$ cat src/core/dtc_pkg.sv
// dtc_pkg: shared constants and types of the dual timer/counter block
package dtc_pkg;

  // ----------------------------------------------------------------
  // register addresses on the special-function-register bus
  // ----------------------------------------------------------------
  localparam logic [7:0] DTC_ADDR_MODE_CTRL = 8'h89;
  localparam logic [7:0] DTC_ADDR_T0_LOW = 8'h8a;
  localparam logic [7:0] DTC_ADDR_T1_LOW = 8'h8b;
  localparam logic [7:0] DTC_ADDR_T0_HIGH = 8'h8c;
  localparam logic [7:0] DTC_ADDR_T1_HIGH = 8'h8d;
  localparam logic [7:0] DTC_ADDR_CLOCK_CTRL = 8'h8e;

  // ----------------------------------------------------------------
  // field positions
  // ----------------------------------------------------------------
  localparam int DTC_T1_GATE_BIT = 7;
  localparam int DTC_T1_CT_BIT = 6;
  localparam int DTC_T1_MODE_LSB = 4;
  localparam int DTC_T0_GATE_BIT = 3;
  localparam int DTC_T0_CT_BIT = 2;
  localparam int DTC_T0_MODE_LSB = 0;
  localparam int DTC_T1_FAST_BIT = 4;
  localparam int DTC_T0_FAST_BIT = 3;
  localparam int DTC_M13_LOW_BITS = 5;

  // ----------------------------------------------------------------
  // values after reset
  // ----------------------------------------------------------------
  localparam logic [7:0] DTC_MODE_CTRL_RESET = 8'h00;
  localparam logic [7:0] DTC_COUNT_RESET = 8'h00;
  localparam logic [7:0] DTC_CLOCK_CTRL_RESET = 8'h01;
  localparam logic [7:0] DTC_RDATA_RESET = 8'h00;

  // ----------------------------------------------------------------
  // prescaler divide ratios, in system clock cycles per tick
  // ----------------------------------------------------------------
  localparam logic [3:0] DTC_DIV_SLOW = 4'hc;
  localparam logic [3:0] DTC_DIV_FAST = 4'h4;
  localparam logic [3:0] DTC_PRE_RESET = 4'h0;

  // ----------------------------------------------------------------
  // operating modes of one timer
  // ----------------------------------------------------------------
  typedef enum logic [1:0] {
    DTC_MODE_13BIT = 2'b00,
    DTC_MODE_16BIT = 2'b01,
    DTC_MODE_RELOAD = 2'b10,
    DTC_MODE_SPLIT = 2'b11
  } dtc_mode_t;

endpackage : dtc_pkg

$ cat src/core/dtc_pin_sync.sv
// dtc_pin_sync: synchronisers and falling-edge detection for the timer pins
`timescale 1ns/100ps
module dtc_pin_sync (
  input wire logic mclk,
  input wire logic rst,
  input wire logic [3:0] pins_raw,
  output logic [3:0] pins_level,
  output logic [3:0] pins_fall
);

  logic [3:0] meta_q;
  logic [3:0] meta_d;
  logic [3:0] sync_q;
  logic [3:0] sync_d;
  logic [3:0] last_q;
  logic [3:0] last_d;

  // ----------------------------------------------------------------
  // two-flop synchroniser plus a history stage, one per pin
  // ----------------------------------------------------------------
  // the edge detector looks only at the second and third stages so a
  // metastable first stage never reaches counting logic
  genvar g;
  for (g = 0; g < 4; g++) begin : g_pin
    always_comb begin
      meta_d[g] = pins_raw[g];
      sync_d[g] = meta_q[g];
      last_d[g] = sync_q[g];
    end
    assign pins_level[g] = sync_q[g];
    assign pins_fall[g] = last_q[g] & ~sync_q[g];
  end

  // registers, pins idle high after reset so no false edge appears
  always_ff @(posedge mclk) begin
    if (rst) begin
      meta_q <= 4'hf;
      sync_q <= 4'hf;
      last_q <= 4'hf;
    end else begin
      meta_q <= meta_d;
      sync_q <= sync_d;
      last_q <= last_d;
    end
  end

endmodule : dtc_pin_sync

$ cat src/core/dtc_prescale.sv
// dtc_prescale: divide-by-12 or divide-by-4 tick generator for one timer
`timescale 1ns/100ps
module dtc_prescale (
  input wire logic mclk,
  input wire logic rst,
  input wire logic fast,
  output logic tick
);

  logic [3:0] cnt_q;
  logic [3:0] cnt_d;
  logic tick_q;
  logic tick_d;
  logic [3:0] last_cnt;

  // ----------------------------------------------------------------
  // free-running divider
  // ----------------------------------------------------------------
  // the ratio switches on the fly; a count already past the new limit
  // wraps at once rather than running up to sixteen
  always_comb begin
    last_cnt = fast ? (dtc_pkg::DTC_DIV_FAST - 4'h1) : (dtc_pkg::DTC_DIV_SLOW - 4'h1);
    tick_d = (cnt_q >= last_cnt);
    cnt_d = tick_d ? dtc_pkg::DTC_PRE_RESET : cnt_q + 4'h1;
  end

  // registers
  always_ff @(posedge mclk) begin
    if (rst) begin
      cnt_q <= dtc_pkg::DTC_PRE_RESET;
      tick_q <= 1'b0;
    end else begin
      cnt_q <= cnt_d;
      tick_q <= tick_d;
    end
  end

  assign tick = tick_q;

endmodule : dtc_prescale

$ cat src/core/dtc_timer_top.sv
// dtc_timer_top: two timer/counters with mode, count and clock control registers
`timescale 1ns/100ps
module dtc_timer_top (
  input wire logic mclk,
  input wire logic rst,
  input wire logic [7:0] sfr_addr,
  input wire logic sfr_wr,
  input wire logic [7:0] sfr_wdata,
  output logic [7:0] sfr_rdata,
  output logic sfr_hit,
  input wire logic timer0_run,
  input wire logic timer1_run,
  input wire logic timer0_flag_clr,
  input wire logic timer1_flag_clr,
  input wire logic timer0_int_ack,
  input wire logic timer1_int_ack,
  input wire logic ext_gate0_n,
  input wire logic ext_gate1_n,
  input wire logic count_in0,
  input wire logic count_in1,
  output logic timer0_overflow_flag,
  output logic timer1_overflow_flag
);

  // ----------------------------------------------------------------
  // register state
  // ----------------------------------------------------------------
  logic [7:0] timer_mode_ctrl_q;
  logic [7:0] timer_mode_ctrl_d;
  logic [7:0] clock_ctrl_q;
  logic [7:0] clock_ctrl_d;
  logic [7:0] timer0_count_low_q;
  logic [7:0] timer0_count_low_d;
  logic [7:0] timer0_count_high_q;
  logic [7:0] timer0_count_high_d;
  logic [7:0] timer1_count_low_q;
  logic [7:0] timer1_count_low_d;
  logic [7:0] timer1_count_high_q;
  logic [7:0] timer1_count_high_d;
  logic timer0_overflow_flag_q;
  logic timer0_overflow_flag_d;
  logic timer1_overflow_flag_q;
  logic timer1_overflow_flag_d;
  logic [7:0] rdata_q;
  logic [7:0] rdata_d;

  // ----------------------------------------------------------------
  // decoded controls and count events
  // ----------------------------------------------------------------
  logic [3:0] pins_level;
  logic [3:0] pins_fall;
  logic gate0_level;
  logic gate1_level;
  logic tick0;
  logic tick1;
  logic src0;
  logic src1;
  logic enable0;
  logic enable1;
  logic inc0;
  logic inc1;
  logic inc0_high;
  logic split0;
  dtc_pkg::dtc_mode_t mode0;
  dtc_pkg::dtc_mode_t mode1;
  logic [16:0] step0;
  logic [16:0] step1;
  logic [8:0] split_low_sum;
  logic [8:0] split_high_sum;
  logic set0;
  logic set1;
  logic wr_mode;
  logic wr_clock;
  logic wr_t0_low;
  logic wr_t0_high;
  logic wr_t1_low;
  logic wr_t1_high;

  // ----------------------------------------------------------------
  // one increment step for modes 00, 01 and 10
  // ----------------------------------------------------------------
  // result is {overflow, high byte, low byte}; split mode is handled by
  // the caller, so here it simply returns the count unchanged
  function automatic logic [16:0] dtc_step(
    input logic [1:0] mode,
    input logic [7:0] low,
    input logic [7:0] high
  );
    logic [13:0] sum13;
    logic [16:0] sum16;
    logic [8:0] sum8;
    logic [16:0] result;
    sum13 = {1'b0, high, low[4:0]} + 14'h0001;
    sum16 = {1'b0, high, low} + 17'h0_0001;
    sum8 = {1'b0, low} + 9'h001;
    case (mode)
      dtc_pkg::DTC_MODE_13BIT: begin
        // upper three bits of the low byte are not part of the count
        result = {sum13[13], sum13[12:dtc_pkg::DTC_M13_LOW_BITS], low[7:5],
                  sum13[dtc_pkg::DTC_M13_LOW_BITS-1:0]};
      end
      dtc_pkg::DTC_MODE_16BIT: begin
        result = sum16;
      end
      dtc_pkg::DTC_MODE_RELOAD: begin
        result = {sum8[8], high, sum8[8] ? high : sum8[7:0]};
      end
      default: begin
        result = {1'b0, high, low};
      end
    endcase
    return result;
  endfunction : dtc_step

  // ----------------------------------------------------------------
  // pin synchronisers and prescalers
  // ----------------------------------------------------------------
  dtc_pin_sync u_pin_sync (
    .mclk(mclk),
    .rst(rst),
    .pins_raw({count_in1, count_in0, ext_gate1_n, ext_gate0_n}),
    .pins_level(pins_level),
    .pins_fall(pins_fall)
  );

  dtc_prescale u_prescale0 (
    .mclk(mclk),
    .rst(rst),
    .fast(clock_ctrl_q[dtc_pkg::DTC_T0_FAST_BIT]),
    .tick(tick0)
  );

  // the divider sits beside the timer only, so the cpu cycle is unaffected
  dtc_prescale u_prescale1 (
    .mclk(mclk),
    .rst(rst),
    .fast(clock_ctrl_q[dtc_pkg::DTC_T1_FAST_BIT]),
    .tick(tick1)
  );

  // ----------------------------------------------------------------
  // count qualification
  // ----------------------------------------------------------------
  always_comb begin
    mode0 = dtc_pkg::dtc_mode_t'(timer_mode_ctrl_q[dtc_pkg::DTC_T0_MODE_LSB +: 2]);
    mode1 = dtc_pkg::dtc_mode_t'(timer_mode_ctrl_q[dtc_pkg::DTC_T1_MODE_LSB +: 2]);
    split0 = (mode0 == dtc_pkg::DTC_MODE_SPLIT);
    gate0_level = pins_level[0];
    gate1_level = pins_level[1];
    // count source: prescaled tick or synchronised falling edge of the pin
    src0 = timer_mode_ctrl_q[dtc_pkg::DTC_T0_CT_BIT] ? pins_fall[2] : tick0;
    src1 = timer_mode_ctrl_q[dtc_pkg::DTC_T1_CT_BIT] ? pins_fall[3] : tick1;
    enable0 = timer0_run & (~timer_mode_ctrl_q[dtc_pkg::DTC_T0_GATE_BIT] | gate0_level);
    // while timer 0 is split, timer 1 loses its run bit and runs on gate and mode alone
    enable1 = (split0 | timer1_run)
              & (~timer_mode_ctrl_q[dtc_pkg::DTC_T1_GATE_BIT] | gate1_level);
    inc0 = src0 & enable0;
    inc1 = src1 & enable1 & (mode1 != dtc_pkg::DTC_MODE_SPLIT);
    // split high byte: internal ticks only, started by timer 1 run
    inc0_high = split0 & tick0 & timer1_run;
  end

  // ----------------------------------------------------------------
  // bus write decode
  // ----------------------------------------------------------------
  always_comb begin
    wr_mode = sfr_wr & (sfr_addr == dtc_pkg::DTC_ADDR_MODE_CTRL);
    wr_clock = sfr_wr & (sfr_addr == dtc_pkg::DTC_ADDR_CLOCK_CTRL);
    wr_t0_low = sfr_wr & (sfr_addr == dtc_pkg::DTC_ADDR_T0_LOW);
    wr_t0_high = sfr_wr & (sfr_addr == dtc_pkg::DTC_ADDR_T0_HIGH);
    wr_t1_low = sfr_wr & (sfr_addr == dtc_pkg::DTC_ADDR_T1_LOW);
    wr_t1_high = sfr_wr & (sfr_addr == dtc_pkg::DTC_ADDR_T1_HIGH);
  end

  // ----------------------------------------------------------------
  // control registers
  // ----------------------------------------------------------------
  // both bytes are plain read/write; every bit of the mode byte and the two
  // prescale bits act here, the other clock bits are kept for software
  always_comb begin
    timer_mode_ctrl_d = wr_mode ? sfr_wdata : timer_mode_ctrl_q;
    clock_ctrl_d = wr_clock ? sfr_wdata : clock_ctrl_q;
  end

  // control registers, mode cleared and the clock byte at its default
  always_ff @(posedge mclk) begin
    if (rst) begin
      timer_mode_ctrl_q <= dtc_pkg::DTC_MODE_CTRL_RESET;
      clock_ctrl_q <= dtc_pkg::DTC_CLOCK_CTRL_RESET;
    end else begin
      timer_mode_ctrl_q <= timer_mode_ctrl_d;
      clock_ctrl_q <= clock_ctrl_d;
    end
  end

  // ----------------------------------------------------------------
  // next state of counts and overflow events
  // ----------------------------------------------------------------
  // a software write to a count byte beats the increment of that cycle;
  // the other byte still steps, which matches a cpu writing bytes singly
  always_comb begin
    step0 = dtc_step(mode0, timer0_count_low_q, timer0_count_high_q);
    step1 = dtc_step(mode1, timer1_count_low_q, timer1_count_high_q);
    split_low_sum = {1'b0, timer0_count_low_q} + 9'h001;
    split_high_sum = {1'b0, timer0_count_high_q} + 9'h001;
    timer0_count_low_d = timer0_count_low_q;
    timer0_count_high_d = timer0_count_high_q;
    timer1_count_low_d = timer1_count_low_q;
    timer1_count_high_d = timer1_count_high_q;
    set0 = 1'b0;
    set1 = 1'b0;
    // timer 0
    if (split0) begin
      if (inc0) begin
        timer0_count_low_d = split_low_sum[7:0];
        set0 = split_low_sum[8];
      end
      if (inc0_high) begin
        timer0_count_high_d = split_high_sum[7:0];
        set1 = split_high_sum[8];
      end
    end else if (inc0) begin
      timer0_count_low_d = step0[7:0];
      timer0_count_high_d = step0[15:8];
      set0 = step0[16];
    end
    // timer 1; its flag belongs to the split high byte while timer 0 is split
    if (inc1) begin
      timer1_count_low_d = step1[7:0];
      timer1_count_high_d = step1[15:8];
      if (!split0) begin
        set1 = step1[16];
      end
    end
    // software access to the count bytes
    if (wr_t0_low) begin
      timer0_count_low_d = sfr_wdata;
    end
    if (wr_t0_high) begin
      timer0_count_high_d = sfr_wdata;
    end
    if (wr_t1_low) begin
      timer1_count_low_d = sfr_wdata;
    end
    if (wr_t1_high) begin
      timer1_count_high_d = sfr_wdata;
    end
  end

  // ----------------------------------------------------------------
  // overflow flags
  // ----------------------------------------------------------------
  // a set in the clearing cycle is kept, so an overflow is never lost;
  // in split mode the timer 1 flag belongs to the high byte of timer 0
  always_comb begin
    timer0_overflow_flag_d = set0 |
      (timer0_overflow_flag_q & ~(timer0_flag_clr | timer0_int_ack));
    timer1_overflow_flag_d = set1 |
      (timer1_overflow_flag_q & ~(timer1_flag_clr | timer1_int_ack));
  end

  // flag registers, cleared by reset
  always_ff @(posedge mclk) begin
    if (rst) begin
      timer0_overflow_flag_q <= 1'b0;
      timer1_overflow_flag_q <= 1'b0;
    end else begin
      timer0_overflow_flag_q <= timer0_overflow_flag_d;
      timer1_overflow_flag_q <= timer1_overflow_flag_d;
    end
  end

  // ----------------------------------------------------------------
  // read mux
  // ----------------------------------------------------------------
  // read data is registered, so it lags the address by one clock
  always_comb begin
    sfr_hit = 1'b1;
    unique case (sfr_addr)
      dtc_pkg::DTC_ADDR_MODE_CTRL: rdata_d = timer_mode_ctrl_q;
      dtc_pkg::DTC_ADDR_T0_LOW: rdata_d = timer0_count_low_q;
      dtc_pkg::DTC_ADDR_T1_LOW: rdata_d = timer1_count_low_q;
      dtc_pkg::DTC_ADDR_T0_HIGH: rdata_d = timer0_count_high_q;
      dtc_pkg::DTC_ADDR_T1_HIGH: rdata_d = timer1_count_high_q;
      dtc_pkg::DTC_ADDR_CLOCK_CTRL: rdata_d = clock_ctrl_q;
      default: begin
        rdata_d = dtc_pkg::DTC_RDATA_RESET;
        sfr_hit = 1'b0;
      end
    endcase
  end

  // read data register; unmapped places read as zero
  always_ff @(posedge mclk) begin
    if (rst) begin
      rdata_q <= dtc_pkg::DTC_RDATA_RESET;
    end else begin
      rdata_q <= rdata_d;
    end
  end

  // ----------------------------------------------------------------
  // count registers
  // ----------------------------------------------------------------
  // the four count bytes reset to zero and otherwise take the next
  // values worked out above on every clock
  always_ff @(posedge mclk) begin
    if (rst) begin
      timer0_count_low_q <= dtc_pkg::DTC_COUNT_RESET;
      timer0_count_high_q <= dtc_pkg::DTC_COUNT_RESET;
      timer1_count_low_q <= dtc_pkg::DTC_COUNT_RESET;
      timer1_count_high_q <= dtc_pkg::DTC_COUNT_RESET;
    end else begin
      timer0_count_low_q <= timer0_count_low_d;
      timer0_count_high_q <= timer0_count_high_d;
      timer1_count_low_q <= timer1_count_low_d;
      timer1_count_high_q <= timer1_count_high_d;
    end
  end

  // ----------------------------------------------------------------
  // outputs
  // ----------------------------------------------------------------
  assign sfr_rdata = rdata_q;
  assign timer0_overflow_flag = timer0_overflow_flag_q;
  assign timer1_overflow_flag = timer1_overflow_flag_q;

endmodule : dtc_timer_top

$ cat config.mk
export PLATFORM = sky130hd
export DESIGN_NAME = dtc_timer_top
export DESIGN_NICKNAME = d
export VERILOG_FILES = /design/src/core/dtc_pkg.sv /design/src/core/dtc_pin_sync.sv /design/src/core/dtc_prescale.sv /design/src/core/dtc_timer_top.sv
export SDC_FILE = /design/constraint.sdc
export NUM_CORES = 1
export LEC_CHECK = 0
export ABC_AREA = 1
export BUFFER_PORTS_ARGS = -buffer_cell sky130_fd_sc_hd__buf_4
export CORE_AREA = 3 3 117 119
export DETAILED_ROUTE_END_ITERATION = 12
export DIE_AREA = 0 0 120 122
export GPL_ROUTABILITY_DRIVEN = 0
export PLACE_DENSITY_LB_ADDON = 0.05
export SETUP_SLACK_MARGIN = 0.05
export SYNTH_ARGS = -nofsm -noshare
export SYNTH_HDL_FRONTEND = slang
export SYNTH_SLANG_ARGS = --single-unit
$ cat constraint.sdc
create_clock -name mclk -period 1.6 [get_ports mclk]
set_clock_uncertainty 0.05 [all_clocks]
set_input_delay 0.08 -clock mclk [delete_from_list [all_inputs] [get_ports mclk]]
set_output_delay 0.08 -clock mclk [all_outputs]
set_load 0.05 [all_outputs]
==> results of run 1 <==
==> where the power goes <==
| part | leakage (nW) | switching (W) | internal (W) | total (W) |
|---|---|---|---|---|
| Combinational | 2.47 | 0.000159 | 0.000119 | 0.000278 |
| Clock | 0.157 | 0.000873 | 0.00131 | 0.00218 |
| Sequential | 0.641 | 0.0000141 | 0.00195 | 0.00197 |
| Total | 3.27 | 0.00105 | 0.00338 | 0.00443 |
==> critical path, stage by stage (launching register included) <==
cell	delay [ns]
dfxtp_4	0.39
inv_4	0.06
ha_4	0.22
or2_4	0.24
a21oi_4	0.26
buf_6	0.15
a21oi_2	0.03
a21oi_1	0.16
==> per-stage QoR <==
step / util, % / cell area, sq um
after floorplan: - / 5110
after global placement: 49.6 / 6290
after detailed placement: 49.6 / 6290
after CTS: 56.9 / 7210
after global routing: 59.8 / 7570
final: 59.8 / 7570
==> logic make-up (layout without fill, tap and decap cells) <==
logic type	after synthesis	after routing	synth area share (%)
and+or+nand+nor	367	368	32.4
adders and majority gates	15	15	3.72
DFF	78	78	30.9
AOI/OAI and AO/OA	199	199	21.8
xor gates and xnor gates	9	9	1.56
buffers and inverters	120	292	9.54
==> sequential cells by signal, indices dropped and copies added (netlist names) <==
name	cells
clock_ctrl_q	8
sfr_rdata	8
timer0_count_high_q	8
timer0_count_low_q	8
timer0_overflow_flag	1
timer1_count_high_q	8
timer1_count_low_q	8
timer1_overflow_flag	1
timer_mode_ctrl_q	8
u_pin_sync.last_q	2
u_pin_sync.meta_q	4
u_pin_sync.pins_level	4
u_prescale0.cnt_q	4
u_prescale0.tick	1
u_prescale1.cnt_q	4
u_prescale1.tick	1
==> cell usage in the layout (no fill, tap or decap), types with 10 or more instances in the layout <==
cell,count
buf_4,154
o22ai_1,23
a21oi_1,47
nor2_4,16
o21ai_1,25
nor2_1,68
nand3_1,56
inv_1,80
nand2_2,25
nor2_2,10
o21ai_0,50
buf_6,13
o21ai_2,13
nand2_1,135
nor3_1,10
inv_2,13
a21oi_2,13
dfxtp_1,64
==> repair_timing <==
item                                    CTS  global route
gates cloned                              2             0
endpoints found under the hold margin     7             0
endpoints found under the setup margin   34            35
buffers inserted                         21             7
resized for setup                        95           105
hold buffers                              9             0
pin swaps                                38            38
==> layout make-up <==
| type | instances | area (sq um) |
|---|---|---|
| inverter | 98 | 383 |
| multi-input combinational | 591 | 3630 |
| timing repair buffer | 178 | 1430 |
| clock inverter | 5 | 62.6 |
| fill | 1213 | 5100 |
| sequential | 78 | 1600 |
| tap | 172 | 215 |
| clock buffer | 11 | 253 |
==> worst max-delay path by stage <==
stage | from | end | slack, ns | cells after the start
after global routing | timer1_count_low_q[1]$_SDFFE_PP0P_ | timer1_count_high_q[7]$_SDFFE_PP0P_ | -0.13 | 10
after floorplan | timer_mode_ctrl_q[0]$_SDFFE_PP0P_ | timer0_count_high_q[7]$_SDFFE_PP0P_ | 0.04 | 10
after global placement | timer0_count_low_q[0]$_SDFFE_PP0P_ | timer0_overflow_flag$_SDFF_PP0_ | -0.21 | 9
final | timer_mode_ctrl_q[4]$_SDFFE_PP0P_ | timer1_count_low_q[4]$_SDFFE_PP0P_ | -0.03 | 7
after CTS | timer1_count_low_q[1]$_SDFFE_PP0P_ | timer1_count_high_q[7]$_SDFFE_PP0P_ | 0.03 | 12
after detailed placement | timer0_count_low_q[0]$_SDFFE_PP0P_ | timer0_overflow_flag$_SDFF_PP0_ | -0.24 | 9
==> per-layer routing <==
metal	wire length (microns)	vias up	GRT usage [%]
met5	0	-	0
met3	1350	57	3.57
met1	8660	2862	36.4
met2	8660	263	40.5
li1	-	2981	-
met4	759	0	12.7
==> results.cfg, run 1 <==
[logic_synthesis]
synth_area_per_cell_sq_um = 6.41
yosysWarnings = 0
synth_ff_type = dfxtp_1
ys_seq_elements = 78
syn_nets = 832
synthTopCellsByArea = dfxtp_1, nand2_1, o21ai_0
synthTopCellsByCount = nand2_1, inv_1, nor2_1
synth_top_area_share_pct = 30.9
yosys.area.top_type = dfxtp_1
yosysMostFrequentCell = nand2_1
syn_inst = 788
synth-edff-count = 0
synthesis.area_sq_um = 5050
yosysSeqAreaShare_pct = 30.9
postSynth.asyncResetShare_pct = 0
synth_cell_types = 43

[timing]
hold_violations = 0
min_period_ns = 1.63
fmax_ghz = 0.613
setup_viol = 9
slew_headroom_pct = 71.5
fin_crit_sh_pct = 102
rsz0062_at_grt = true
finalMaxSlewViolations = 0
setup_ws_ns = -0.0311
whs_ns = 0.0493
timing.setup.tns_ns = -0.167
worst_pin_slew_ns = 0.427

[floorplan]
core_sq_um = 12700
initial_utilization_pct = 39.9
io_pins = 40
placementRows = 41
die-area_sq_um = 14600
die_w_microns = 120
die_h_microns = 122

[clocking]
cts_root_buffer = clkbuf_16
cts_buffers = 9
path_clk_slew_ns = 0.06
worstSkewPairLatency_ns = 0.35
cts_buffer_depth = 2
cts_max_level = 3
cts_tree = built
clock_sinks = 78

[power_and_ir_drop]
finalPower_w = 0.00443
leakage_nw = 3.27
p_per_area_nw_per_um2 = 585
peakVddDrop_uv = 562

[finish]
nets = 1000
drive_gt1_share_pct = 36.7
stdcell_count = 1133
antennaDiodeCount = 0
area_delta_synth_final_pct = 49.9

[drt]
vias_per_cell = 5.44
first_pass_iters = 5
drc = 0
wl_per_cell_microns = 17.1
vias = 6163
wirelength_microns = 19400
dr.first_iter.drc_count = 592
detail-route-antenna-nets = 0

[worst_setup_path]
cp.arrival_ns = 1.85
r2r_setup_slack_ns = -0.03
worstPathMaxFanout = 4
r2r_end = timer1_count_low_q[4]$_SDFFE_PP0P_
reg2reg_depth = 7
end_kind = flop
crit_type = flop to flop
rr_startpoint = timer_mode_ctrl_q[4]$_SDFFE_PP0P_
critPathRequiredTime_ns = 1.82
cp-start-kind = flop

[hold_path]
hold_path_class = input port to flop
hold_depth = 3
hold_path_startpoint = sfr_wdata[3]
whs_endpoint = timer1_count_high_q[3]$_SDFFE_PP0P_

[run_status]
status = finished, violations left
violations = setup timing

[global_route]
grt_pass1_wl_microns = 30000
grt_pass1_vias = 5710
antenna_found_initial = 0
grt_max_degree = 33
track_usage_pct = 26.3
overflow = 0

[placed_design]
numPortBuffers = 39
pre_cts_ws_ns = -0.237
placed_cells = 1081
hpwl_microns = 13900

[run]
maxCapViolCount = 0
Note: power is estimated with default switching activity, not from simulation.
==> run 2: changes to the inputs <==
--- a/config.mk
+++ b/config.mk
@@ -8,6 +8,7 @@
 export ABC_AREA = 1
 export BUFFER_PORTS_ARGS = -buffer_cell sky130_fd_sc_hd__buf_4
 export CORE_AREA = 3 3 117 119
+export CTS_BUF_LIST = sky130_fd_sc_hd__clkbuf_4 sky130_fd_sc_hd__clkbuf_8
 export DETAILED_ROUTE_END_ITERATION = 12
 export DIE_AREA = 0 0 120 122
 export GPL_ROUTABILITY_DRIVEN = 0
==> constraint.sdc (replaced) <==
create_clock -name mclk -period 1.85 [get_ports mclk]
set_clock_uncertainty 0.05 [all_clocks]
set_input_delay 0.0925 -clock mclk [delete_from_list [all_inputs] [get_ports mclk]]
set_output_delay 0.0925 -clock mclk [all_outputs]
set_load 0.05 [all_outputs]
==> run 2 against run 1 <==
Against the previous run: the flow now finishes without violations; cell count down 7.2%; worst setup slack better by 0.13 ns; die area unchanged; wire length down 9.3%; via count down 8.3%; utilization down 10 points; critical path type unchanged; largest cell class unchanged; largest power group is now registers.
==> results.cfg, run 2 (same netlist as run 1, synthesis figures left out) <==
[placed_design]
hpwl_microns = 13100
numPortBuffers = 39
pre_cts_ws_ns = 0.0366
placed_cells = 1014

[clocking]
path_clk_slew_ns = 0.10
cts_root_buffer = clkbuf_8
cts_tree = built
cts_max_level = 3
clock_sinks = 78
cts_buffer_depth = 2
worstSkewPairLatency_ns = 0.38
cts_buffers = 9

[drt]
wirelength_microns = 17600
vias_per_cell = 5.37
dr.first_iter.drc_count = 568
wl_per_cell_microns = 16.8
first_pass_iters = 5
vias = 5649
detail-route-antenna-nets = 0
drc = 0

[finish]
layout_common_cells = nand2_1, inv_1, buf_4, nor2_1, o21ai_0
seqCellArea_sq_um = 1580
fillers = 1314
utilization_pct = 49.8
final_common_cell = nand2_1
area_delta_synth_final_pct = 24.9
drive_gt1_share_pct = 21.3
antennaDiodeCount = 0
nets = 918
stdcell_count = 1051
multi_input_area_sq_um = 3160

[floorplan]
die-area_sq_um = 14600
placementRows = 41
io_pins = 40
core_sq_um = 12700
die_h_microns = 122
initial_utilization_pct = 39.9
die_w_microns = 120

[timing]
setup_viol = 0
worst_pin_slew_ns = 0.427
hold_violations = 0
min_period_ns = 1.75
fmax_ghz = 0.572
rsz0062_at_grt = true
fin_crit_sh_pct = 94.5
slew_headroom_pct = 71.4
setup_ws_ns = 0.101
finalMaxSlewViolations = 0

[global_route]
grt_pass1_wl_microns = 27400
grt_pass1_vias = 5122
antenna_found_initial = 0
overflow = 0
grt_max_degree = 41
track_usage_pct = 24.1

[power_and_ir_drop]
leakage_nw = 2.67
p_per_area_nw_per_um2 = 536
finalPower_w = 0.00338
peakVddDrop_uv = 482

[worst_setup_path]
crit_family = compound AO/OA/AOI/OAI gates
cp.arrival_ns = 1.94
crit_type = flop to flop
end_kind = flop
max_stage_delay_ns = 0.34
cp_common_cell = buf_4
r2r_setup_slack_ns = 0.10
crit_slowest_cell = dfxtp_2
worstPathMaxFanout = 8
cp-start-kind = flop
path_cells = buf_4 -> ha_2 -> buf_4 -> inv_1 -> nor2_2 -> o21a_1 -> o21ai_0 -> a21oi_1
critPathRequiredTime_ns = 2.04
cp_num_buf_inv = 3

[hold_path]
hold_path_class = input port to flop

[run]
maxCapViolCount = 0

[run_status]
status = completed
==> run 2: metal layers <==
layer / vias to the layer above / routed length (microns) / GRT usage, %
met5: - / 0 / 0
met4: 0 / 423 / 7.52
met3: 28 / 1280 / 4.92
li1: 2808 / - / -
met1: 2566 / 8210 / 34.3
met2: 247 / 7700 / 36.5
==> run 2: report_power, final <==
| part | internal (W) | total (W) | leakage, nW | switching [W] |
|---|---|---|---|---|
| clock | 0.000764 | 0.00146 | 0.110 | 0.000695 |
| combinational | 0.0000888 | 0.000217 | 1.92 | 0.000128 |
| sequential | 0.00170 | 0.00171 | 0.638 | 0.0000114 |
| total | 0.00255 | 0.00338 | 2.67 | 0.000835 |
==> run 2: layout make-up <==
cell class,instances,area share (%)
Multi-Input combinational cell,590,50.0
Sequential cell,78,25.0
Timing Repair Buffer,97,12.2
Inverter,98,5.89
Tap cell,172,3.41
Clock buffer,9,1.96
Clock inverter,7,1.51
==> run 2: worst paths after layout <==
path,from,end,depth (start not counted)
hold / removal,sfr_wdata[6],timer1_count_high_q[6]$_SDFFE_PP0P_,3
setup reg to reg,timer_mode_ctrl_q[0]$_SDFFE_PP0P_,timer0_overflow_flag$_SDFF_PP0_,8
hold reg to reg,u_pin_sync.meta_q[0]$_SDFF_PP1_,u_pin_sync.pins_level[0]$_SDFF_PP1_,1
setup / recovery,timer_mode_ctrl_q[0]$_SDFFE_PP0P_,timer0_overflow_flag$_SDFF_PP0_,8
==> run 2: per-stage QoR <==
stage          cell area (sq um)  setup TNS (ns)  hold slack [ns]
2_1_floorplan               5050               0            0.146
3_3_place_gp                5740               0            0.230
3_5_place_dp                5740               0            0.231
4_1_cts                     6070               0           0.0222
5_1_grt                     6310        -0.00144           0.0286
6_report                    6310               0           0.0443
==> run 2: repair_timing <==
item	4_1_cts	5_1_grt
resized for setup	3	62
pin swaps	1	12
hold buffers	9	0
hold endpoints to repair	7	0
endpoints found under the setup margin	6	34
setup buffers	1	11
==> run 2: tightest hold or removal path: cells and delay by family <==
kind	cells	cell delay, ns
buffers and inverters	1	0.17
AND/OR/NAND/NOR	1	0.09
AO/OA/AOI/OAI	1	0.07
==> run 3: changes to the inputs <==
--- a/config.mk
+++ b/config.mk
@@ -7,10 +7,10 @@
 export LEC_CHECK = 0
 export ABC_AREA = 1
 export BUFFER_PORTS_ARGS = -buffer_cell sky130_fd_sc_hd__buf_4
-export CORE_AREA = 3 3 117 119
+export CORE_AREA = 3 3 96 98
 export CTS_BUF_LIST = sky130_fd_sc_hd__clkbuf_4 sky130_fd_sc_hd__clkbuf_8
 export DETAILED_ROUTE_END_ITERATION = 12
-export DIE_AREA = 0 0 120 122
+export DIE_AREA = 0 0 99 101
 export GPL_ROUTABILITY_DRIVEN = 0
 export PLACE_DENSITY_LB_ADDON = 0.05
 export SETUP_SLACK_MARGIN = 0.05
==> run 3 against run 2 <==
Against the previous run: non-clock buffer count is 7 lower; global-route usage grew 8.0 points; critical path depth is 1 lower; sequential cell count unchanged; critical path type unchanged; cell count fell by 6.6%; worst setup slack better by 0.012 ns; total power shrank 3.6%; utilization rose by 23 points; final area down 1.4%; wire length decreased by 3.4%; first-iteration DRC count rose by 41%; clock power decreased by 8%.
==> results.cfg, run 3 (same netlist as run 1, synthesis figures left out) <==
[run_status]
status = completed

[worst_setup_path]
end_kind = flop
max_stage_delay_ns = 0.35
critPathRequiredTime_ns = 2.04
path_cells = inv_2 -> ha_4 -> or2_2 -> a21oi_4 -> inv_1 -> o21ai_0 -> a21oi_1
cp.arrival_ns = 1.93
cp-start-kind = flop
cp_num_buf_inv = 2
crit_family = compound AO/OA/AOI/OAI gates
crit_type = flop to flop
crit_slowest_cell = dfxtp_2
worstPathMaxFanout = 5

[power_and_ir_drop]
p_per_area_nw_per_um2 = 524
leakage_nw = 2.69
peakVddDrop_uv = 387

[drt]
vias = 5965
wl_per_cell_microns = 17.3
dr.first_iter.drc_count = 801
first_pass_iters = 9
detail-route-antenna-nets = 0
wirelength_microns = 17000
drc = 0
vias_per_cell = 6.07

[timing]
slew_headroom_pct = 70.5
finalMaxSlewViolations = 0
hold_violations = 0
fin_crit_sh_pct = 93.9
min_period_ns = 1.74
setup_viol = 0
worst_pin_slew_ns = 0.441
fmax_ghz = 0.576
rsz0062_at_grt = true

[global_route]
antenna_found_initial = 0
grt_pass1_wl_microns = 25600
grt_pass1_vias = 5256
overflow = 0
met2_usage_pct = 50.7
grt_max_degree = 33
track_usage_pct = 32.1
grt_util_met1_pct = 42.7
busiest_layer = met2
grt_use_met3_pct = 6.37

[floorplan]
core_sq_um = 8550
die_h_microns = 101
die_w_microns = 99
placementRows = 34
io_pins = 40
initial_utilization_pct = 59.1
die-area_sq_um = 10000

[clocking]
worstSkewPairLatency_ns = 0.36
cts_root_buffer = clkbuf_8
cts_tree = built
path_clk_slew_ns = 0.09
clock_sinks = 78
cts_buffer_depth = 2
cts_max_level = 3
cts_buffers = 9

[finish]
antennaDiodeCount = 0
post-route-cell-area_sq_um = 6220
layout_common_cells = nand2_1, inv_1, buf_4, o21ai_0, nor2_1
stdcell_count = 982
area_delta_synth_final_pct = 23.2
drive_gt1_share_pct = 22.0
nets = 913
final_common_cell = nand2_1

[hold_path]
hold_path_class = input port to flop

[placed_design]
placed_cells = 942
numPortBuffers = 39
hpwl_microns = 11900
postPlaceCellArea_sq_um = 5580

[run]
maxCapViolCount = 0
[run 3: timing repair]
item                       in CTS  in global routing
pin swaps                       1                 21
hold endpoints to repair        6                  0
gates cloned                    0                  2
resized for setup               7                 70
setup endpoints to repair      20                 34
setup buffers                   0                 14
hold buffers                    8                  0
[run 3: power by group]
part / switching (W) / internal (W)
registers: 0.0000119 / 0.00170
clock network: 0.000692 / 0.000648
logic: 0.000126 / 0.0000908
[run 3: per-stage QoR]
stage / setup WS, ns / utilization (%) / hold slack (ns) / total power (W) / TNS [ns]
detailed placement: 0.00194 / 65.3 / 0.230 / 0.00194 / 0
global route: -0.00976 / 72.8 / 0.0523 / 0.00336 / -0.00976
CTS: 0.0408 / 68.9 / 0.0225 / 0.00328 / 0
finish: 0.113 / 72.8 / 0.0298 / 0.00326 / 0
floorplan: 0.132 / - / 0.146 / 0.00184 / 0
global placement: 0.0825 / 65.3 / 0.229 / 0.00194 / 0
[run 3: tightest hold or removal path: stages]
cell,delay (ns)
buf_4,0.13
a21oi_1,0.08
a21oi_1,0.10
[run 3: worst paths after layout]
check,depth (start not counted),to,slack [ns],from
setup / recovery,7,timer1_count_low_q[1]$_SDFFE_PP0P_,0.11,timer_mode_ctrl_q[4]$_SDFFE_PP0P_
hold / removal,3,timer1_count_low_q[0]$_SDFFE_PP0P_,0.03,sfr_wdata[0]
setup reg to reg,7,timer1_count_low_q[1]$_SDFFE_PP0P_,0.11,timer_mode_ctrl_q[4]$_SDFFE_PP0P_
hold reg to reg,1,u_pin_sync.pins_level[1]$_SDFF_PP1_,0.36,u_pin_sync.meta_q[1]$_SDFF_PP1_
[run 3: area by class of cell]
type | instances | area, sq um
clock buffers | 10 | 131
clock inverters | 6 | 70.1
fillers | 717 | 2330
inverters | 98 | 368
multi-input cells | 592 | 3240
flip-flops and latches | 78 | 1580
well taps | 108 | 135
repair buffers | 90 | 696
[run 3: layer usage]
layer | wire length [microns] | vias to the layer above
met5 | 0 | -
met4 | 904 | 0
met3 | 2170 | 100
met2 | 7360 | 437
met1 | 6580 | 2624
li1 | - | 2804
